### src/logic/vpi_pkg.sv
// Shared constants for the vectored priority interrupt unit.
// Assumes a single 250 MHz clock and active-high asynchronous reset.
package vpi_pkg;
   localparam int WORD_W      = 16;
   localparam int PRI_W       = 3;
   localparam int PRI_LSB     = 4;   // Priority field bits 6..4
   localparam int PRI_MSB     = 6;
   localparam int BANK_W      = 2;
   localparam int STACK_DEPTH = 16;
   localparam int SP_W        = 4;
   localparam int FRAME_W     = 32;  // {status word, instruction pointer}
   localparam int PAR_SRCS    = 32;
   localparam int SER_SRCS    = 16;
   localparam int INT_HI      = 15;
   localparam int INT_LO      = 3;
   localparam int SRC_PER_LVL = 8;
   localparam int VEC_STEP    = 4;
   localparam int VEC_HALF    = 2;   // Status word follows pointer in a vector
   localparam int LVL_SER     = 3;
   localparam int LVL_PAR_LO  = 4;
   localparam int LVL_PAR_HI  = 7;
   localparam logic [WORD_W-1:0] VEC_INT_BASE = 16'h0000;
   localparam logic [WORD_W-1:0] VEC_L7_BASE  = 16'h0040;
   localparam logic [WORD_W-1:0] VEC_L3_BASE  = 16'h00c0;
   localparam logic [WORD_W-1:0] VEC_TOP      = 16'h00fe;
   localparam logic [WORD_W-1:0] PSW_RESET    = 16'h0010; // Priority one
   localparam logic [WORD_W-1:0] IP_RESET     = 16'h0000;
   localparam logic [PRI_W-1:0]  PRI_KEEP     = 3'h0;
   localparam logic [PRI_W-1:0]  PRI_B0       = 3'h1;
   localparam logic [PRI_W-1:0]  PRI_B1       = 3'h2;
   localparam logic [PRI_W-1:0]  PRI_B2       = 3'h5;
   localparam logic [PRI_W-1:0]  PRI_B3       = 3'h7;
   localparam logic [3:0]        BANKS_FITTED = 4'hf;  // One bit per bank
   typedef enum logic [2:0] {ST_IDLE, ST_FETCH_IP, ST_FETCH_PSW, ST_POP} unit_state_e;
endpackage : vpi_pkg

### src/logic/stack_if.sv
// Carrier between the unit's controller and its return-state stack memory.
// Assumes both ends share the unit's clock.
interface stack_if;
   import vpi_pkg::*;
   logic               wr_en;
   logic [SP_W-1:0]    waddr;
   logic [FRAME_W-1:0] wdata;
   logic               rd_en;
   logic [SP_W-1:0]    raddr;
   logic [FRAME_W-1:0] rdata;
   modport ctrl (output wr_en, waddr, wdata, rd_en, raddr, input rdata);
   modport mem  (input wr_en, waddr, wdata, rd_en, raddr, output rdata);
endinterface : stack_if

### src/logic/vectored_priority_interrupt_unit.sv
// Six-level vectored priority interrupt unit with return-state stack.
// Assumes the processor pulses insn_boundary between instructions, presents
// return_from_handler on that instruction, and answers vector reads with vec_ack.
//
// Functional notes
// - Six priority levels, each request vectored, saved state kept on a stack.
// - Highest source within highest pending level is serviced first.
// - Accept an external request only if its level exceeds current priority.
// - Push status and pointer, then fetch new pointer, then new status.
// - Return pops stack, restoring pointer, status and earlier priority.
// - Vector status with priority zero keeps the existing priority.
// - Loaded priority masks its level and below, admits higher levels.
// - Internal requests unmaskable, one active, cleared when taken.
// - Internal first; lower vector priority lets pending external nest.
// - Vectors four bytes apart: internal from 0000, external from 0040.
// - Thirty-two parallel-bus and sixteen serial-bus request inputs.
// - Hardware forms the vector address, no software polling.
// - Priority selects register bank: 1->0, 2->1, 5->2, 7->3.
// - Up to three extra sixteen-word banks may be fitted.
// - Priority held in bits 6 to 4 of the status word.
module vectored_priority_interrupt_unit
   import vpi_pkg::*;
(
   input  wire logic                clock,
   input  wire logic                sys_rst,
   input  wire logic [PAR_SRCS-1:0] par_req,
   input  wire logic [SER_SRCS-1:0] ser_req,
   input  wire logic [INT_HI:INT_LO] int_req,
   input  wire logic                insn_boundary,
   input  wire logic                return_from_handler,
   input  wire logic                ip_wr,
   input  wire logic [WORD_W-1:0]   ip_wdata,
   input  wire logic                psw_wr,
   input  wire logic [WORD_W-1:0]   psw_wdata,
   input  wire logic                vec_ack,
   input  wire logic [WORD_W-1:0]   vec_data,
   output logic [WORD_W-1:0]        instruction_pointer,
   output logic [WORD_W-1:0]        program_status_word,
   output logic [BANK_W-1:0]        bank_sel,
   output logic                     vec_req,
   output logic [WORD_W-1:0]        vec_addr,
   output logic                     busy,
   output logic                     entry_done,
   output logic                     stack_err
);
   unit_state_e            state_r;
   logic [WORD_W-1:0]      ip_r;
   logic [WORD_W-1:0]      psw_r;
   logic [WORD_W-1:0]      ip_nxt;
   logic [WORD_W-1:0]      psw_nxt;
   logic [BANK_W-1:0]      bank_r;
   logic                   vec_req_r;
   logic [WORD_W-1:0]      vec_addr_r;
   logic                   done_r;
   logic                   busy_r;
   logic                   err_r;
   logic [SP_W:0]          sp_r;
   logic [INT_HI:INT_LO]   int_pend_r;
   logic [INT_HI:INT_LO]   int_clr;
   logic [PRI_W-1:0]       pri;
   logic [PRI_W-1:0]       ext_lvl;
   logic [WORD_W-1:0]      ext_vec;
   logic                   int_any;
   logic [WORD_W-1:0]      int_vec;
   logic [INT_HI:INT_LO]   int_onehot;
   logic                   accept;
   logic                   ret_go;
   logic                   stack_full;
   logic [PRI_W-1:0]       new_pri;

   stack_if st ();

   state_stack_ram u_stack
   (
      .clock   (clock),
      .sys_rst (sys_rst),
      .port    (st.mem)
   );

   ////////////////////////////////////////////////////////////////////////////
   // Request selection

   // Current priority field
   assign pri = psw_r[PRI_MSB:PRI_LSB];

   // External arbitration: later hits override, so highest level and source win
   always_comb
   begin
      ext_lvl = '0;
      ext_vec = '0;
      for (int k = 0; k < SER_SRCS; k++)
      begin
         if (ser_req[k])
         begin
            ext_lvl = PRI_W'(LVL_SER);
            ext_vec = VEC_L3_BASE + WORD_W'((SER_SRCS - 1 - k) * VEC_STEP);
         end
      end
      for (int l = LVL_PAR_LO; l <= LVL_PAR_HI; l++)
      begin
         for (int k = 0; k < SRC_PER_LVL; k++)
         begin
            if (par_req[(l - LVL_PAR_LO) * SRC_PER_LVL + k])
            begin
               ext_lvl = PRI_W'(l);
               ext_vec = VEC_L7_BASE
                       + WORD_W'((LVL_PAR_HI - l) * SRC_PER_LVL * VEC_STEP)
                       + WORD_W'((SRC_PER_LVL - 1 - k) * VEC_STEP);
            end
         end
      end
   end

   // Internal arbitration: highest source number pending wins
   always_comb
   begin
      int_any    = 1'b0;
      int_vec    = '0;
      int_onehot = '0;
      for (int s = INT_LO; s <= INT_HI; s++)
      begin
         if (int_pend_r[s])
         begin
            int_any    = 1'b1;
            int_onehot = '0;
            int_onehot[s] = 1'b1;
            int_vec    = VEC_INT_BASE + WORD_W'((INT_HI - s) * VEC_STEP);
         end
      end
   end

   // Entry and return decisions, only between instructions
   assign stack_full = (sp_r == (SP_W + 1)'(STACK_DEPTH));
   assign ret_go  = (state_r == ST_IDLE) && insn_boundary && return_from_handler
                    && (sp_r != '0);
   assign accept  = (state_r == ST_IDLE) && insn_boundary && !return_from_handler
                    && !stack_full && (int_any || (ext_lvl > pri));
   assign int_clr = (accept && int_any) ? int_onehot : '0;

   // Pointer and status value seen by this cycle's push
   assign ip_nxt  = (ip_wr && state_r == ST_IDLE) ? ip_wdata : ip_r;
   assign psw_nxt = (psw_wr && state_r == ST_IDLE) ? psw_wdata : psw_r;
   assign new_pri = (vec_data[PRI_MSB:PRI_LSB] == PRI_KEEP) ? pri
                    : vec_data[PRI_MSB:PRI_LSB];

   ////////////////////////////////////////////////////////////////////////////
   // Internal request latches, a new request beats the clear

   always_ff @(posedge clock or posedge sys_rst)
   begin
      if (sys_rst)
      begin
         int_pend_r <= '0;
      end
      else
      begin
         int_pend_r <= (int_pend_r & ~int_clr) | int_req;
      end
   end

   ////////////////////////////////////////////////////////////////////////////
   // Stack port and pointer

   assign st.wr_en = accept;
   assign st.waddr = sp_r[SP_W-1:0];
   assign st.wdata = {psw_nxt, ip_nxt};
   assign st.rd_en = ret_go;
   assign st.raddr = SP_W'(sp_r - 1'b1);

   always_ff @(posedge clock or posedge sys_rst)
   begin
      if (sys_rst)
      begin
         sp_r <= '0;
      end
      else if (accept)
      begin
         sp_r <= sp_r + 1'b1;
      end
      else if (ret_go)
      begin
         sp_r <= sp_r - 1'b1;
      end
   end

   ////////////////////////////////////////////////////////////////////////////
   // Sequencer

   always_ff @(posedge clock or posedge sys_rst)
   begin
      if (sys_rst)
      begin
         state_r <= ST_IDLE;
      end
      else
      begin
         unique case (state_r)
            ST_IDLE:
            begin
               if (ret_go)
               begin
                  state_r <= ST_POP;
               end
               else if (accept)
               begin
                  state_r <= ST_FETCH_IP;
               end
            end
            ST_FETCH_IP:
            begin
               if (vec_ack)
               begin
                  state_r <= ST_FETCH_PSW;
               end
            end
            ST_FETCH_PSW:
            begin
               if (vec_ack)
               begin
                  state_r <= ST_IDLE;
               end
            end
            ST_POP:
            begin
               state_r <= ST_IDLE;
            end
         endcase
      end
   end

   // Vector read request and address
   always_ff @(posedge clock or posedge sys_rst)
   begin
      if (sys_rst)
      begin
         vec_req_r  <= 1'b0;
         vec_addr_r <= '0;
      end
      else if (accept)
      begin
         vec_req_r  <= 1'b1;
         vec_addr_r <= int_any ? int_vec : ext_vec;
      end
      else if (vec_ack && state_r == ST_FETCH_IP)
      begin
         vec_addr_r <= vec_addr_r + WORD_W'(VEC_HALF);
      end
      else if (vec_ack && state_r == ST_FETCH_PSW)
      begin
         vec_req_r <= 1'b0;
      end
   end

   // Instruction pointer
   always_ff @(posedge clock or posedge sys_rst)
   begin
      if (sys_rst)
      begin
         ip_r <= IP_RESET;
      end
      else if (state_r == ST_FETCH_IP && vec_ack)
      begin
         ip_r <= vec_data;
      end
      else if (state_r == ST_POP)
      begin
         ip_r <= st.rdata[WORD_W-1:0];
      end
      else
      begin
         ip_r <= ip_nxt;
      end
   end

   // Status word
   always_ff @(posedge clock or posedge sys_rst)
   begin
      if (sys_rst)
      begin
         psw_r <= PSW_RESET;
      end
      else if (state_r == ST_FETCH_PSW && vec_ack)
      begin
         psw_r <= vec_data;
         psw_r[PRI_MSB:PRI_LSB] <= new_pri;
      end
      else if (state_r == ST_POP)
      begin
         psw_r <= st.rdata[FRAME_W-1:WORD_W];
      end
      else
      begin
         psw_r <= psw_nxt;
      end
   end

   // Bank select follows the priority of the status word being loaded
   always_ff @(posedge clock or posedge sys_rst)
   begin
      if (sys_rst)
      begin
         bank_r <= '0;
      end
      else
      begin
         logic [PRI_W-1:0] p;
         logic [BANK_W-1:0] b;
         p = PRI_KEEP;
         b = '0;
         if (state_r == ST_FETCH_PSW && vec_ack)
         begin
            p = new_pri;
         end
         else if (state_r == ST_POP)
         begin
            p = st.rdata[WORD_W+PRI_MSB:WORD_W+PRI_LSB];
         end
         else
         begin
            p = psw_nxt[PRI_MSB:PRI_LSB];
         end
         if (p == PRI_B1)
         begin
            b = 2'h1;
         end
         else if (p == PRI_B2)
         begin
            b = 2'h2;
         end
         else if (p == PRI_B3)
         begin
            b = 2'h3;
         end
         bank_r <= BANKS_FITTED[b] ? b : 2'h0;
      end
   end

   // Busy flag registered from the sequencer's next state
   always_ff @(posedge clock or posedge sys_rst)
   begin
      if (sys_rst)
      begin
         busy_r <= 1'b0;
      end
      else
      begin
         busy_r <= ret_go || accept || (state_r == ST_FETCH_IP)
                   || (state_r == ST_FETCH_PSW && !vec_ack);
      end
   end

   // Completion and error pulses
   always_ff @(posedge clock or posedge sys_rst)
   begin
      if (sys_rst)
      begin
         done_r <= 1'b0;
         err_r  <= 1'b0;
      end
      else
      begin
         done_r <= (state_r == ST_FETCH_PSW) && vec_ack;
         err_r  <= (state_r == ST_IDLE) && insn_boundary
                   && ((return_from_handler && sp_r == '0)
                   || (!return_from_handler && stack_full && (int_any || ext_lvl > pri)));
      end
   end

   assign instruction_pointer = ip_r;
   assign program_status_word = psw_r;
   assign bank_sel            = bank_r;
   assign vec_req             = vec_req_r;
   assign vec_addr            = vec_addr_r;
   assign busy                = busy_r;
   assign entry_done          = done_r;
   assign stack_err           = err_r;
endmodule : vectored_priority_interrupt_unit

### src/logic/state_stack_ram.sv
// Push-down stack storage for saved status word and instruction pointer.
// Assumes the controller keeps the stack pointer; read data is registered.
module state_stack_ram
   import vpi_pkg::*;
(
   input  wire logic clock,
   input  wire logic sys_rst,
   stack_if.mem      port
);
   logic [FRAME_W-1:0] mem_r [STACK_DEPTH];
   logic [FRAME_W-1:0] rdata_r;

   // Frame write on push
   always_ff @(posedge clock)
   begin
      if (port.wr_en)
      begin
         mem_r[port.waddr] <= port.wdata;
      end
   end

   // Registered read on pop
   always_ff @(posedge clock or posedge sys_rst)
   begin
      if (sys_rst)
      begin
         rdata_r <= '0;
      end
      else if (port.rd_en)
      begin
         rdata_r <= mem_r[port.raddr];
      end
   end

   assign port.rdata = rdata_r;
endmodule : state_stack_ram

### config.mk
export PLATFORM = sky130hd
export DESIGN_NAME = vectored_priority_interrupt_unit
export DESIGN_NICKNAME = d
export VERILOG_FILES = /design/src/logic/vpi_pkg.sv /design/src/logic/stack_if.sv /design/src/logic/vectored_priority_interrupt_unit.sv /design/src/logic/state_stack_ram.sv
export SDC_FILE = /design/constraint.sdc
export NUM_CORES = 1
export LEC_CHECK = 0
export ABC_AREA = 1
export ABC_CLOCK_PERIOD_IN_PS = 7600
export BUFFER_PORTS_ARGS = -buffer_cell sky130_fd_sc_hd__clkbuf_2
export CAP_MARGIN = 20
export CORE_MARGIN = 2
export CORE_UTILIZATION = 37
export CTS_CLUSTER_DIAMETER = 60
export DETAILED_ROUTE_END_ITERATION = 8
export HOLD_SLACK_MARGIN = 0.02
export SKIP_LAST_GASP = 1
export SLEW_MARGIN = 20
export SYNTH_ARGS = -nofsm -noshare
export SYNTH_HDL_FRONTEND = slang
export SYNTH_SLANG_ARGS = --single-unit
### constraint.sdc
create_clock -name clock -period 7.6 [get_ports clock]
set_input_delay 0.38 -clock clock [delete_from_list [all_inputs] [get_ports clock]]
set_output_delay 0.38 -clock clock [all_outputs]
set_load 0.02 [all_outputs]
==> results of run 1 <==
==> tightest hold or removal path, stage by stage <==
cell      delay [ns]
clkbuf_2        0.15
nand2_1         0.08
o21ai_1         0.07
==> metrics by stage <==
stage | total power [mW] | hold slack [ns] | setup slack, ns | utilization | instance area (sq um)
floorplan | 7.91 | 0.470 | 3.45 | - | 25400
finish | 12.7 | 0.0894 | 3.21 | 0.434 | 29600
CTS | 12.8 | 0.0346 | 3.20 | 0.433 | 29600
global placement | 9.74 | 0.476 | 3.22 | 0.399 | 27200
global route | 13.4 | 0.0788 | 2.84 | 0.434 | 29600
detailed placement | 9.85 | 0.479 | 3.21 | 0.402 | 27500
==> sequential cells by signal, indices dropped and copies added, names as in the netlist <==
| register | flops |
|---|---|
| entry_done | 1 |
| vec_addr | 15 |
| u_stack.mem_r | 512 |
| stack_err | 1 |
| busy | 1 |
| program_status_word | 16 |
| int_pend_r | 13 |
| bank_sel | 2 |
| u_stack.port.rdata | 32 |
| sp_r | 5 |
| instruction_pointer | 16 |
| vec_req | 1 |
| state_r | 2 |
==> power by group <==
| part | switching [mW] | total, mW | leakage (nW) | internal, mW |
|---|---|---|---|---|
| combinational | 3.69 | 5.07 | 3.64 | 1.38 |
| clock | 1.27 | 2.89 | 0.932 | 1.62 |
| sequential | 0.265 | 4.75 | 5.81 | 4.49 |
| total | 5.23 | 12.7 | 10.4 | 7.49 |
==> cells in the mapped netlist <==
master,instances
buf_2,1
nor2_1,401
dfrtp_1,104
nor4_1,5
a31oi_1,35
clkbuf_1,123
dfstp_2,1
nand2_1,148
inv_2,21
mux2_2,6
a21o_1,5
xor2_1,8
nor3b_1,2
mux2_1,24
nand3b_1,1
and3_1,2
o21ai_1,97
a211oi_1,1
a311oi_1,1
xnor2_1,3
nand4_1,5
o21bai_1,5
o21a_1,1
o221ai_1,126
nor2_2,1
a32oi_1,1
o21ai_0,240
inv_1,80
nand3_1,88
buf_4,1
and2_1,2
a21oi_1,22
edfxtp_1,512
nor3_1,11
conb_1,1
buf_1,5
o311ai_1,3
o211ai_1,1
ha_1,9
a22oi_1,1
o22ai_1,4
==> logic make-up after synthesis <==
family | count (synthesis) | share of synthesized area
AOI/OAI and AO/OA | 543 | 0.130
other | 1 | 0.000148
buffers and inverters | 231 | 0.0343
and+or+nand+nor | 666 | 0.105
xor gates and xnor gates | 11 | 0.00379
muxes | 30 | 0.0133
adders and majority gates | 9 | 0.00443
DFF | 617 | 0.709
==> cell usage in the layout (no fill, tap or decap), types with 3 or more instances in the layout <==
cell,n
mux2_1,24
o221ai_1,126
nand2_1,148
a21oi_1,21
inv_2,19
nor2_1,383
nor2_4,17
dfrtp_1,103
nand3_1,88
clkbuf_1,20
buf_16,4
mux2_2,6
dlygate4sd3_1,20
inv_1,79
nor4_1,5
o21ai_1,97
o21ai_0,240
buf_4,26
edfxtp_1,512
o21bai_1,5
clkbuf_2,168
ha_1,8
a31oi_1,35
nor3_1,11
o311ai_1,3
clkbuf_8,9
nand4_1,5
clkbuf_16,60
clkinv_1,8
xor2_1,7
a21o_1,5
o22ai_1,4
clkinv_2,8
buf_12,6
==> per-layer routing <==
| metal | wire, um | GRT usage | up-vias |
|---|---|---|---|
| met1 | 31400 | 0.288 | 8891 |
| met5 | 26 | 0 | - |
| met4 | 2370 | 0.0671 | 4 |
| met3 | 7530 | 0.0548 | 156 |
| met2 | 31800 | 0.308 | 873 |
| li1 | - | - | 8033 |
==> how the worst min path moves through the flow <==
stage,startpoint,endpoint,slack [ns],cells past startpoint
6_report,vec_data[9],program_status_word[9],0.09,3
5_1_grt,vec_data[13],program_status_word[13],0.08,3
4_1_cts,vec_data[8],program_status_word[8],0.03,3
3_5_place_dp,sys_rst,int_pend_r[8],0.48,2
3_3_place_gp,sys_rst,int_pend_r[4],0.48,2
2_1_floorplan,int_pend_r[4],int_pend_r[4],0.47,2
==> layout make-up <==
type	instances	area, sq um
flip-flops and latches	617	18000
repair buffers	225	1480
fillers	6207	38600
clock buffers	89	1700
well taps	882	1100
inverters	101	390
multi-input cells	1260	6690
clock inverters	22	209
==> impl_metrics.ini, run 1 <==
[run_status]
outcome = finished, final reports clean

[floorplanning]
top_level_ports = 170
rows = 96
fp.dieW_um = 266
die_area_sq_um = 70700
design.core.area_sq_um = 68200
initial_utilization = 0.372
die_h_um = 266

[synth]
synth.distinct_cells = 41
yosys.area.top_type_share = 0.605
yosysSeqAreaShare = 0.709
syn_avg_cell_area_sq_um = 12.0
synth_area_leaders = edfxtp_1, dfrtp_1, nor2_1, o21ai_0, o221ai_1
synth_fp_nets = 2233
synth_warnings = 0
netlist_instances = 2108
syn_area_sq_um = 25400
synth-seq-cells = 617
synth.largest_area_cell = edfxtp_1

[final_layout]
drive_gt1_frac = 0.147
stdcell_count = 3196
antenna_cells = 0
syn_to_final_growth_pct = 16.5
fin_nets = 2390

[worst_setup_path]
crit_path_start = sp_r[0]
worst-path-buf-inv = 4
reg2reg_to = u_stack.port.rdata[22]
cp_max_fo = 94
critPathLaunchType = flop
regToRegSetupSlack_ns = 3.21
crit_arrival_ns = 4.92
worst_ep_required_time_ns = 8.14
crit_path_end_kind = flop
crit_slowest_cell = buf_4
crit_path_end = u_stack.port.rdata[22]
reg2reg_depth = 8
path_cells = inv_6 > buf_4 > nand3_1 > xor2_4 > buf_4 > inv_2 > nand3_1 > a31oi_1
crit_family = buffers and inverters
path_class = reg -> reg
r2r_start = sp_r[0]
cpPeakStageDelay_ns = 0.78
cp.depth = 8

[routing]
firstDrtPassIters = 5
via_per_inst = 5.62
drt-initial-drc-count = 2000
num_vias = 18000
wl_mm = 73.1
drc = 0
drtAntennaViolNets = 0
wl_per_cell_um = 22.9

[global_routing]
grt_pass1_wl_mm = 109
globalRouteOverflowTotal = 0
grt_pass1_vias = 17400
track_usage = 0.205
antenna_found_initial = 3
grt_max_degree = 101

[timing]
relSlewSlack = 0.281
finalMaxSlewViolations = 0
finalSetupTns_ns = 0
hold_viol_final = 0
fin_skew_ns = 0.0217
timing.fmax_mhz = 228
setup_viol = 0
rsz0062_at_grt = false
tightest_slew_ns = 1.08
period_share = 0.577
fin_crit_ns = 4.39

[clock_network]
ctsResizeCount = 0
cts_buffer_depth = 3
cts_hold_buf = 20
post_cts_buffers = 0
clock_latency_ns = 0.64
htreeDepth = 2
cts.clk_slew.worst_paths_ns = 0.06
cts_sinks = 617
cts-root-buf = clkbuf_16
cts_tree = done
numCtsBuffers = 60

[hold_path]
holdCritPathClass = in -> reg

[placement]
hpwl_mm = 44.2
port_buffers = 168
gp_congestion = 0.851
dp_cells = 3064

[job]
max_cap_violations = 0

[power]
leakagePower_nw = 10.4
power_density_nw_per_um2 = 430
irDropWorstVdd_mv = 0.331
Note: power is estimated with default switching activity, not from simulation.
==> run 2, diff against run 1 <==
Settings changed: ABC_AREA 1 to 0, ABC_CLOCK_PERIOD_IN_PS 7600 to 3750.
Clock period 7.6 ns to 3.75 ns, I/O delays scaled along.
==> run 2 against run 1 <==
- sequential power increased by 100%
- via count decreased by 24%
- die area decreased by 1.0%
- clock power rose by 120%
- global-route usage fell by 2.5 points
- synthesized cell count is 38% lower
- setup slack got worse by 2.7 ns
==> impl_metrics.ini, run 2 <==
[worst_setup_path]
reg2reg_depth = 7
cp_max_fo = 20
path_class = in -> reg
r2r_start = int_pend_r[15]
reg2reg_to = vec_addr[3]
regToRegSetupSlack_ns = 0.51
critPathLaunchType = primary input
worst_ep_required_time_ns = 4.27
crit_path_end_kind = flop
crit_arrival_ns = 3.81

[placement]
gp_congestion = 0.847
port_buffers = 168
placed_area_sq_um = 27500
hpwl_mm = 39.0
dp_cells = 2341

[floorplanning]
top_level_ports = 170
fp.dieW_um = 265
die_area_sq_um = 70000
initial_utilization = 0.374
design.core.area_sq_um = 67200
die_h_um = 265
rows = 95

[timing]
rsz0062_at_grt = false
fin_crit_ns = 3.28
fin_skew_ns = 0.0260
relSlewSlack = 0.376
hold_viol_final = 0
tightest_slew_ns = 0.935
finalMaxSlewViolations = 0
setup_viol = 0
timing.fmax_mhz = 305
period_share = 0.876

[routing]
drt-initial-drc-count = 1402
firstDrtPassIters = 5
wl_mm = 62.5
drc = 0
wl_per_cell_um = 25.0
num_vias = 13700
via_per_inst = 5.49
drtAntennaViolNets = 0

[final_layout]
fin_nets = 1697
nFillCells = 5714
final_cell_mix = edfxtp_1, clkbuf_2, mux4_2
fin_area_sq_um = 30100
final_common_cell = edfxtp_1
drive_gt1_frac = 0.356
top_register = u_stack.mem_r
syn_to_final_growth_pct = 19.6
largest_reg_flops = 512
antenna_cells = 0
stdcell_count = 2496

[global_routing]
globalRouteOverflowTotal = 0
grt_pass1_vias = 14100
antenna_found_initial = 1
grt_pass1_wl_mm = 93.2
track_usage = 0.180
grt_max_degree = 87

[clock_network]
cts_tree = done
cts_sinks = 617
ctsResizeCount = 0
htreeDepth = 3
cts.clk_slew.worst_paths_ns = 0.06
cts-root-buf = clkbuf_16
clock_latency_ns = 0.60
numCtsBuffers = 66
cts_buffer_depth = 3

[synth]
synth-seq-cells = 617
yosysSeqAreaShare = 0.717
syn_avg_cell_area_sq_um = 19.2
synth_warnings = 0
ys_top_cells_by_count = edfxtp_1, mux4_2, dfrtp_1
synth_area_leaders = edfxtp_1, mux4_2, dfrtp_1, mux2_2, mux2i_1
synth.largest_area_cell = edfxtp_1
synth_fp_nets = 1435
synth.distinct_cells = 64
syn_area_sq_um = 25100
async_flop_share = 0.170
synth_edf_count = 512
netlist_instances = 1310
yosys.area.top_type_share = 0.612
synth.most_common_cell = edfxtp_1
yosys_most_used_dff = edfxtp_1

[hold_path]
hold-path-cell-count = 4
whs_endpoint = vec_addr[4]
hp-start = par_req[29]
holdCritPathClass = in -> reg

[power]
power.total_mw = 25.0
power_density_nw_per_um2 = 831
irDropWorstVdd_mv = 0.605
leakagePower_nw = 10.4

[job]
max_cap_violations = 0

[run_status]
outcome = finished, final reports clean
==> run 2: changes by cell type after synthesis, sizes merged, moves of 24 or more <==
cell	change
nor2	-321
o21ai	-314
mux4	+160
o221ai	-126
nand2	-114
clkbuf	-93
inv	-83
nand3	-75
a31oi	-34
mux2	+34
mux2i	+30
a21oi	+26
buf	+24
==> run 2: what timing repair did <==
item | CTS | global route
buffers inserted | 0 | 0
hold buffers | 36 | 0
hold endpoints to repair | 121 | 0
==> run 2: layout make-up <==
class,count,area (sq um),share of cell area
flip-flops and latches,617,18000,0.599
well taps,873,1090,0.0363
repair buffers,255,1830,0.0610
inverters,18,72.6,0.00241
clock inverters,29,288,0.00957
multi-input cells,614,6890,0.229
clock buffers,90,1880,0.0624
==> run 2: worst max-delay path by stage <==
| stage | startpoint | end | slack, ns |
|---|---|---|---|
| 2_1_floorplan | par_req[4] | u_stack.mem_r[14][0] | -0.44 |
| 3_3_place_gp | ser_req[4] | u_stack.mem_r[1][25] | 0.21 |
| 3_5_place_dp | ser_req[8] | u_stack.mem_r[2][27] | 0.18 |
| 4_1_cts | par_req[26] | vec_addr[3] | 0.51 |
| 5_1_grt | par_req[26] | vec_addr[3] | 0.15 |
| 6_report | par_req[26] | vec_addr[3] | 0.47 |
==> run 2: worst max-delay path, cell delays in order <==
cell,delay [ns]
dlygate4sd3_1,0.53
clkbuf_2,0.12
nor4_1,0.33
nand3_1,0.20
nor2b_1,0.25
o31ai_1,0.15
ha_1,0.32
nand3_1,0.08
o21ai_0,0.09
o21ai_2,0.21
and2_1,0.25
buf_4,0.31
nor2_1,0.08
a31oi_1,0.13
dlygate4sd3_1,0.56
==> run 2: report_power, final <==
group	switching [mW]	total (mW)	internal, mW
Combinational	5.01	8.94	3.92
Sequential	0.461	9.57	9.11
Clock	2.67	6.48	3.82
==> run 2: logic make-up after synthesis <==
| group | Yosys count | share of synthesized area |
|---|---|---|
| adder cells (fa/ha/maj) | 9 | 0.00448 |
| XOR/XNOR | 19 | 0.00662 |
| flip-flops | 617 | 0.717 |
| AND/OR/NAND/NOR | 212 | 0.0420 |
| buffers and inverters | 79 | 0.0160 |
| other | 1 | 0.000149 |
| multiplexers | 254 | 0.184 |
| AO/OA/AOI/OAI | 119 | 0.0300 |
==> run 2: per-layer routing <==
layer  vias up  part of all wire  GRT usage  routed length (um)
met5         -                 0          0                   0
met4         0             0.017     0.0404                1070
met3        77             0.071     0.0359                4430
met2       527              0.45      0.275               28400
met1      7263              0.46      0.267               28500
li1       5842                 -          -                   -
==> run 2: through the flow <==
stage	setup WS (ns)	util	hold WS (ns)	TNS, ns
CTS	0.514	0.448	0.0364	0
global placement	0.212	0.410	0.373	0
global route	0.148	0.448	0.0703	0
finish	0.466	0.448	0.0685	0
floorplan	-0.436	-	0.280	-138.96
detailed placement	0.184	0.410	0.378	0
